File: src/inc/token_host_defs.vh
`ifndef TOKEN_HOST_DEFS_VH
`define TOKEN_HOST_DEFS_VH

// ----------------------------------------------------------------
// clock and pin timing
// ----------------------------------------------------------------
`define TOK_CLK_MHZ        125
`define TOK_WR_PULSE_NS    40
`define TOK_RD_ACCESS_NS   55
`define TOK_GAP_NS         20
// least times, rounded up to whole cycles
`define TOK_WR_PULSE_CYC   ((`TOK_WR_PULSE_NS * `TOK_CLK_MHZ + 999) / 1000)
`define TOK_RD_ACCESS_CYC  ((`TOK_RD_ACCESS_NS * `TOK_CLK_MHZ + 999) / 1000)
`define TOK_GAP_CYC        ((`TOK_GAP_NS * `TOK_CLK_MHZ + 999) / 1000)

// ----------------------------------------------------------------
// command codes and pin layout
// ----------------------------------------------------------------
`define TOK_OP_ACQUIRE     2'h0
`define TOK_OP_RELEASE     2'h1
`define TOK_OP_POLL        2'h2
`define TOK_OP_INIT        2'h3
`define TOK_FLAG_COUNT     8
`define TOK_IDX_W          3
`define TOK_ADDR_W         13
`define TOK_DATA_W         8
`define TOK_LAST_IDX       3'h7

`endif

File: src/hdl/token_host.v
// Function
// - write zero requests, same port's one releases
// - poller deasserts select between successive reads
// - request by writing zero, then read back
// - failed requester re-reads or writes one
// - software writes one to all flags first
// - flag access: memory select high, no overlap
`timescale 1ns/1ns
`include "token_host_defs.vh"

module token_host
(
  input  wire                     clk_i,
  input  wire                     arst_n_i,
  input  wire                     cmd_valid_i,
  input  wire [1:0]               cmd_op_i,
  input  wire [`TOK_IDX_W-1:0]    cmd_index_i,
  input  wire                     cmd_withdraw_i,
  output wire                     cmd_ready_o,
  output wire                     done_o,
  output wire                     granted_o,
  output wire                     flag_value_o,
  output wire                     port_select_n_o,
  output wire                     token_space_select_n_o,
  output wire                     read_write_n_o,
  output wire                     output_drive_enable_n_o,
  output wire [`TOK_ADDR_W-1:0]   addr_o,
  output wire [`TOK_DATA_W-1:0]   data_o,
  output wire                     data_oe_n_o,
  input  wire [`TOK_DATA_W-1:0]   data_i
);
  // ----------------------------------------------------------------
  // constants
  // ----------------------------------------------------------------
  localparam [2:0] S_IDLE   = 3'h0;
  localparam [2:0] S_WSET   = 3'h1;
  localparam [2:0] S_WPULSE = 3'h2;
  localparam [2:0] S_WEND   = 3'h3;
  localparam [2:0] S_RPULSE = 3'h4;
  localparam [2:0] S_GAP    = 3'h5;
  localparam integer WR_CYC_I  = `TOK_WR_PULSE_CYC;
  localparam integer RD_CYC_I  = `TOK_RD_ACCESS_CYC;
  localparam integer GAP_CYC_I = `TOK_GAP_CYC;
  localparam [3:0]   WR_CYC    = WR_CYC_I[3:0];
  localparam [3:0]   RD_CYC    = RD_CYC_I[3:0];
  localparam [3:0]   GAP_CYC   = GAP_CYC_I[3:0];
  // ----------------------------------------------------------------
  // reset release
  // ----------------------------------------------------------------
  reg [1:0] rst_sync_reg;
  wire      rst_n;
  // two-stage release of the asynchronous reset
  always @(posedge clk_i or negedge arst_n_i)
  begin
    if (!arst_n_i)
      rst_sync_reg <= 2'h0;
    else
      rst_sync_reg <= {rst_sync_reg[0], 1'b1};
  end
  assign rst_n = rst_sync_reg[1];
  // ----------------------------------------------------------------
  // sequencer state
  // ----------------------------------------------------------------
  reg [2:0]             state_reg,    state_next;
  reg [3:0]             cnt_reg,      cnt_next;
  reg [1:0]             op_reg,       op_next;
  reg [`TOK_IDX_W-1:0]  idx_reg,      idx_next;
  reg                   withdraw_reg, withdraw_next;
  reg                   wbit_reg,     wbit_next;
  reg                   rd_pend_reg,  rd_pend_next;
  reg                   wr_pend_reg,  wr_pend_next;
  reg                   done_reg,     done_next;
  reg                   grant_reg,    grant_next;
  reg                   value_reg,    value_next;
  reg                   sel_n_reg,    sel_n_next;
  reg                   rw_n_reg,     rw_n_next;
  reg                   oe_n_reg,     oe_n_next;
  reg                   doe_n_reg,    doe_n_next;
  // count reached its last cycle
  function cnt_last;
    input [3:0] cnt;
    begin
      cnt_last = (cnt == 4'h1);
    end
  endfunction
  // ----------------------------------------------------------------
  // next-state logic
  // ----------------------------------------------------------------
  always @*
  begin
    state_next    = state_reg;
    cnt_next      = cnt_reg;
    op_next       = op_reg;
    idx_next      = idx_reg;
    withdraw_next = withdraw_reg;
    wbit_next     = wbit_reg;
    rd_pend_next  = rd_pend_reg;
    wr_pend_next  = wr_pend_reg;
    done_next     = 1'b0;
    grant_next    = grant_reg;
    value_next    = value_reg;
    sel_n_next    = sel_n_reg;
    rw_n_next     = rw_n_reg;
    oe_n_next     = oe_n_reg;
    doe_n_next    = doe_n_reg;
    case (state_reg)
      S_IDLE:
      begin
        if (cmd_valid_i)
        begin
          op_next       = cmd_op_i;
          idx_next      = cmd_index_i;
          withdraw_next = cmd_withdraw_i;
          if (cmd_op_i == `TOK_OP_POLL)
          begin
            // read only: select and enable low together
            state_next = S_RPULSE;
            cnt_next   = RD_CYC;
            sel_n_next = 1'b0;
            oe_n_next  = 1'b0;
          end
          else
          begin
            // acquire writes zero, release and init write one
            wbit_next    = (cmd_op_i != `TOK_OP_ACQUIRE);
            rd_pend_next = (cmd_op_i == `TOK_OP_ACQUIRE);
            if (cmd_op_i == `TOK_OP_INIT)
              idx_next = {`TOK_IDX_W{1'b0}};
            state_next = S_WSET;
          end
        end
      end
      S_WSET:
      begin
        // address and data settle before the strobe
        rw_n_next  = 1'b0;
        doe_n_next = 1'b0;
        sel_n_next = 1'b0;
        cnt_next   = WR_CYC;
        state_next = S_WPULSE;
      end
      S_WPULSE:
      begin
        cnt_next = cnt_reg - 4'h1;
        if (cnt_last(cnt_reg))
        begin
          // trailing edge: select rises while data still driven
          sel_n_next = 1'b1;
          state_next = S_WEND;
        end
      end
      S_WEND:
      begin
        rw_n_next  = 1'b1;
        doe_n_next = 1'b1;
        cnt_next   = GAP_CYC;
        state_next = S_GAP;
        if (op_reg == `TOK_OP_RELEASE)
          grant_next = 1'b0;
      end
      S_RPULSE:
      begin
        cnt_next = cnt_reg - 4'h1;
        if (cnt_last(cnt_reg))
        begin
          // all bits carry the flag; bit zero is taken
          value_next = data_i[0];
          // zero back means this port owns the token
          if (op_reg == `TOK_OP_ACQUIRE)
          begin
            grant_next   = ~data_i[0];
            wr_pend_next = data_i[0] & withdraw_reg;
          end
          // end the read so the next read relatches
          sel_n_next = 1'b1;
          oe_n_next  = 1'b1;
          cnt_next   = GAP_CYC;
          state_next = S_GAP;
        end
      end
      S_GAP:
      begin
        cnt_next = cnt_reg - 4'h1;
        if (cnt_last(cnt_reg))
        begin
          if (rd_pend_reg)
          begin
            // read back after the request write
            rd_pend_next = 1'b0;
            sel_n_next   = 1'b0;
            oe_n_next    = 1'b0;
            cnt_next     = RD_CYC;
            state_next   = S_RPULSE;
          end
          else if (wr_pend_reg)
          begin
            // withdraw a failed request so it cannot hang later
            wr_pend_next = 1'b0;
            wbit_next    = 1'b1;
            state_next   = S_WSET;
          end
          else if ((op_reg == `TOK_OP_INIT) && (idx_reg != `TOK_LAST_IDX))
          begin
            idx_next   = idx_reg + 3'h1;
            state_next = S_WSET;
          end
          else
          begin
            done_next  = 1'b1;
            state_next = S_IDLE;
          end
        end
      end
      default:
      begin
        state_next = S_IDLE;
        sel_n_next = 1'b1;
        rw_n_next  = 1'b1;
        oe_n_next  = 1'b1;
        doe_n_next = 1'b1;
      end
    endcase
  end
  // ----------------------------------------------------------------
  // state registers
  // ----------------------------------------------------------------
  // all pins idle in standby after reset
  always @(posedge clk_i or negedge rst_n)
  begin
    if (!rst_n)
    begin
      state_reg    <= S_IDLE;
      cnt_reg      <= 4'h0;
      op_reg       <= `TOK_OP_ACQUIRE;
      idx_reg      <= {`TOK_IDX_W{1'b0}};
      withdraw_reg <= 1'b0;
      wbit_reg     <= 1'b1;
      rd_pend_reg  <= 1'b0;
      wr_pend_reg  <= 1'b0;
      done_reg     <= 1'b0;
      grant_reg    <= 1'b0;
      value_reg    <= 1'b1;
      sel_n_reg    <= 1'b1;
      rw_n_reg     <= 1'b1;
      oe_n_reg     <= 1'b1;
      doe_n_reg    <= 1'b1;
    end
    else
    begin
      state_reg    <= state_next;
      cnt_reg      <= cnt_next;
      op_reg       <= op_next;
      idx_reg      <= idx_next;
      withdraw_reg <= withdraw_next;
      wbit_reg     <= wbit_next;
      rd_pend_reg  <= rd_pend_next;
      wr_pend_reg  <= wr_pend_next;
      done_reg     <= done_next;
      grant_reg    <= grant_next;
      value_reg    <= value_next;
      sel_n_reg    <= sel_n_next;
      rw_n_reg     <= rw_n_next;
      oe_n_reg     <= oe_n_next;
      doe_n_reg    <= doe_n_next;
    end
  end
  // ----------------------------------------------------------------
  // outputs
  // ----------------------------------------------------------------
  // memory select stays high so the two spaces never overlap
  assign port_select_n_o         = 1'b1;
  assign token_space_select_n_o  = sel_n_reg;
  assign read_write_n_o          = rw_n_reg;
  assign output_drive_enable_n_o = oe_n_reg;
  // flag chosen by the three low address lines only
  assign addr_o = {{(`TOK_ADDR_W-`TOK_IDX_W){1'b0}}, idx_reg};
  // written bit sits on data bit zero, replicated
  assign data_o      = {`TOK_DATA_W{wbit_reg}};
  assign data_oe_n_o = doe_n_reg;
  assign cmd_ready_o = (state_reg == S_IDLE);
  assign done_o       = done_reg;
  assign granted_o    = grant_reg;
  assign flag_value_o = value_reg;
endmodule // token_host

File: config.mk
export PLATFORM = sky130hd
export DESIGN_NAME = token_host
export DESIGN_NICKNAME = d
export VERILOG_FILES = /design/src/hdl/token_host.v
export VERILOG_INCLUDE_DIRS = /design/src /design/src/inc
export SDC_FILE = /design/constraint.sdc
export NUM_CORES = 1
export LEC_CHECK = 0
export ABC_AREA = 1
export BUFFER_PORTS_ARGS = -buffer_cell sky130_fd_sc_hd__buf_2
export CORE_ASPECT_RATIO = 0.9
export CORE_UTILIZATION = 54
export DETAILED_ROUTE_END_ITERATION = 10
export PLACE_DENSITY = 0.85
export SLEW_MARGIN = 10
export SYNTH_ARGS = -nofsm -noshare
export SYNTH_HDL_FRONTEND = slang
export SYNTH_SLANG_ARGS = --single-unit
File: constraint.sdc
create_clock -name clk_i -period 2.9 [get_ports clk_i]
set_clock_uncertainty 0.05 [all_clocks]
set_input_delay 0.725 -clock clk_i [delete_from_list [all_inputs] [get_ports clk_i]]
set_output_delay 0.725 -clock clk_i [all_outputs]
set_load 0.02 [all_outputs]
==> reports/qor.json <==
{
  "final_worst_path_period_need_ns": 2.25,
  "finalWirelength_mm": 3.18,
  "cts_hold_repair.buffers": 0,
  "min-delay-path-class": "in -> async",
  "design_power_total_mw": 2.18,
  "final_max_slew_viols": 0,
  "grt_setup_unrepaired": "false",
  "worst_setup_hold_path_clk_slew_ns": 0.13,
  "ctsResizeCount": 0,
  "sequential_cell_area_fraction_in_the_yosys_report": 0.375,
  "internal_power_mw": 1.08,
  "outcome": "complete, no violations",
  "gr-total-overflow": 0,
  "cts_max_path_buffers": 2,
  "placeableCoreArea_um2": 2790,
  "worst_setup_timing_slack_at_the_placement_stage_ns": 1.02,
  "floorplan.initialDensity": 0.580,
  "mean_number_of_vias_per_cell": 4.94,
  "power.switching_mw": 1.11,
  "largest_register_ffs": 4,
  "avgRoutedWirePerCell_um": 11.4,
  "min_hold_slack_ns": 0.0987,
  "cts_buffers": 3,
  "pwr-share-comb": 0.596,
  "multi_input_area_um2": 798,
  "fillerInstances": 268,
  "drtPass1Iterations": 4,
  "r2r_end": "done_o",
  "globalplace.congestion": 0.933,
  "n_antenna_cell": 0,
  "grt_antenna_before_repair": 0,
  "drc_errors": 0,
  "wp_data_arrival_ns": 1.48,
  "first_global_vias": 1124,
  "dp_hpwl_mm": 2.54,
  "dr_total_vias": 1379,
  "ant_nets": 0,
  "mappedNetlistArea_um2": 1620,
  "path_delay_family": "flip-flops",
  "worst_endpoint_required_time_ns": 2.12,
  "power.clock.fraction": 0.111,
  "critical_path_peak_fanout": 6,
  "timing.final.setup_violations": 0,
  "count_of_port_buffers_added_during_placement": 28,
  "io-pin-count": 47,
  "grt_max_degree": 23,
  "tns_ns": 0,
  "power.static_leakage_nw": 0.998,
  "layout_setup_ws_ns": 0.648,
  "postSynthCellCount": 218,
  "die-area_um2": 3220,
  "max_cap_viol_count": 0,
  "layout_worst_path_cycle_share": 0.776,
  "powerDensity_nw_per_um2": 1260,
  "global_route.usage.total": 0.221,
  "dieHeight_um": 53.9,
  "clock_sinks": 24,
  "worst-setup-path-type": "reg -> out",
  "timing.critical_path.to_type": "output port",
  "sequentialPowerShare": 0.293,
  "timing_hold_violations_final": 0,
  "timing.critical_path.from_type": "flop",
  "signed_area_change_from_the_synthesized_netlist_to_the_final_layout_pct": 7.34,
  "switching_share": 0.508,
  "worst_setup_path_endpoint": "cmd_ready_o",
  "final_non_filler_cells": 279,
  "ir_worst_vdd_v": 0.000602,
  "placement_rows": 18,
  "chipWidth_um": 59.7,
  "timing_worst_slew_pin_value_ns": 0.889,
  "placed_cells": 275,
  "drc_violation_total_after_the_first_tritonroute_iteration": 55,
  "finalNetCount": 261,
  "crit_path_cell_trace": "nor2_2, nand2_2, inv_1, buf_2",
  "grt_first_pass_wirelength_mm": 5.18,
  "fraction_of_final_layout_cells_sized_beyond_drive_strength_1": 0.234,
  "layout.cell_area.non_filler_um2": 1740,
  "r2r_slack_ns": 1.25,
  "start_point_of_the_critical_path": "state_reg[0]",
  "crit_path_max_incr_delay_ns": 0.48,
  "crit-reg2reg-launch": "state_reg[1]",
  "post_synth.cell_area_avg_um2": 7.43,
  "worstSetupPathDepth": 4,
  "cts_tree": "yes",
  "crit_slowest_cell": "sky130_fd_sc_hd__dfrtp_1",
  "finalCoreUtilization": 0.622,
  "postSynthRegisterBits": 24,
  "reg2regPathDepth": 5,
  "ys_warn_count": 0,
  "detailed_place.area_um2": 1690,
  "post_synth_num_cell_types": 28,
  "clk-insertion-delay-late_ns": 0.33,
  "ctsHtreeMaxLevel": 1,
  "crit_buf_inv": 2,
  "seqCellArea_um2": 607,
  "cts_post_setup_buffers_inserted": 0,
  "max_freq_mhz": 444,
  "root_buffer": "sky130_fd_sc_hd__clkbuf_4",
  "worst_slew_margin_rel": 0.407
}
==> worst min path at each step <==
stage | startpoint | end | cells after the start
final | arst_n_i | rst_sync_reg[0] | 1
after global routing | arst_n_i | rst_sync_reg[1] | 1
after CTS | arst_n_i | rst_sync_reg[0] | 1
after detailed placement | rst_sync_reg[0] | rst_sync_reg[1] | 0
after global placement | rst_sync_reg[0] | rst_sync_reg[1] | 0
after floorplan | rst_sync_reg[1] | cnt_reg[0] | 0
==> kinds of logic (layout without fill, tap and decap cells) <==
group           Yosys count  count (layout)  synth area share
compound gates           14              14            0.0471
simple gates            127             127             0.376
other cells               2              12           0.00464
flops                    24              24             0.375
fa+ha+maj                 4               4            0.0309
xor+xnor                  2               2            0.0108
buf+inv                  45              56             0.155
==> synthesized netlist by cell type <==
library cell / number / area [um2]
sky130_fd_sc_hd__a21boi_1: 1 / 7.51
sky130_fd_sc_hd__a21oi_1: 3 / 15.0
sky130_fd_sc_hd__a21oi_2: 1 / 8.76
sky130_fd_sc_hd__buf_4: 20 / 150
sky130_fd_sc_hd__buf_6: 1 / 11.3
sky130_fd_sc_hd__conb_1: 2 / 7.51
sky130_fd_sc_hd__dfrtp_1: 19 / 475
sky130_fd_sc_hd__dfstp_2: 5 / 131
sky130_fd_sc_hd__ha_1: 4 / 50.1
sky130_fd_sc_hd__inv_1: 20 / 75.1
sky130_fd_sc_hd__inv_2: 4 / 15.0
sky130_fd_sc_hd__nand2_1: 67 / 251
sky130_fd_sc_hd__nand2_2: 3 / 18.8
sky130_fd_sc_hd__nand2_4: 1 / 11.3
sky130_fd_sc_hd__nand2_8: 1 / 20.0
sky130_fd_sc_hd__nand3_1: 20 / 100
sky130_fd_sc_hd__nand3_2: 1 / 10.0
sky130_fd_sc_hd__nand3b_1: 2 / 15.0
sky130_fd_sc_hd__nand3b_2: 1 / 11.3
sky130_fd_sc_hd__nand4_1: 7 / 43.8
sky130_fd_sc_hd__nor2_1: 14 / 52.6
sky130_fd_sc_hd__nor2_2: 4 / 25.0
sky130_fd_sc_hd__nor2_4: 3 / 33.8
sky130_fd_sc_hd__nor3_1: 2 / 10.0
sky130_fd_sc_hd__nor4_1: 1 / 6.26
sky130_fd_sc_hd__o21ai_0: 6 / 30.0
sky130_fd_sc_hd__o21ai_1: 3 / 15.0
sky130_fd_sc_hd__xor2_1: 2 / 17.5
==> metal layers <==
layer / part of all wire / global-route usage
met5: 0 / 0
met4: 0.0098 / 0.0543
met3: 0.056 / 0.0553
met2: 0.44 / 0.335
met1: 0.49 / 0.315
==> worst reg2reg max path, stage by stage, from the launching register on <==
cell and delay, ns:
sky130_fd_sc_hd__dfrtp_1 0.45, sky130_fd_sc_hd__inv_2 0.12, sky130_fd_sc_hd__nand3_2 0.29, sky130_fd_sc_hd__inv_2 0.23, sky130_fd_sc_hd__nand2_1 0.15, sky130_fd_sc_hd__nor4_1 0.26
==> final cells by class <==
type	instances	share of cell area
Clock buffer	3	0.0130
Clock inverter	1	0.0173
Inverter	24	0.0518
Multi-Input combinational cell	159	0.459
Sequential cell	24	0.349
Tap cell	40	0.0288
Timing Repair Buffer	28	0.0806
==> placed cells by master, fill, tap and decap left out, types with 4 or more instances in the layout <==
| cell | n |
|---|---|
| sky130_fd_sc_hd__nand2_1 | 67 |
| sky130_fd_sc_hd__inv_2 | 4 |
| sky130_fd_sc_hd__nor2_1 | 14 |
| sky130_fd_sc_hd__buf_2 | 28 |
| sky130_fd_sc_hd__conb_1 | 12 |
| sky130_fd_sc_hd__nor2_2 | 4 |
| sky130_fd_sc_hd__nand4_1 | 7 |
| sky130_fd_sc_hd__dfstp_2 | 5 |
| sky130_fd_sc_hd__inv_1 | 20 |
| sky130_fd_sc_hd__dfrtp_1 | 19 |
| sky130_fd_sc_hd__nand3_1 | 20 |
| sky130_fd_sc_hd__ha_1 | 4 |
| sky130_fd_sc_hd__o21ai_0 | 6 |
==> power by group through the flow <==
stage	combinational, mW	clock [mW]	sequential (mW)
floorplan	1.04	0	0.695
global placement	1.28	0	0.641
detailed placement	1.30	0	0.647
CTS	1.31	0.251	0.639
global route	1.48	0.261	0.662
finish	1.30	0.242	0.641
Power figures use the tool's default switching activity.
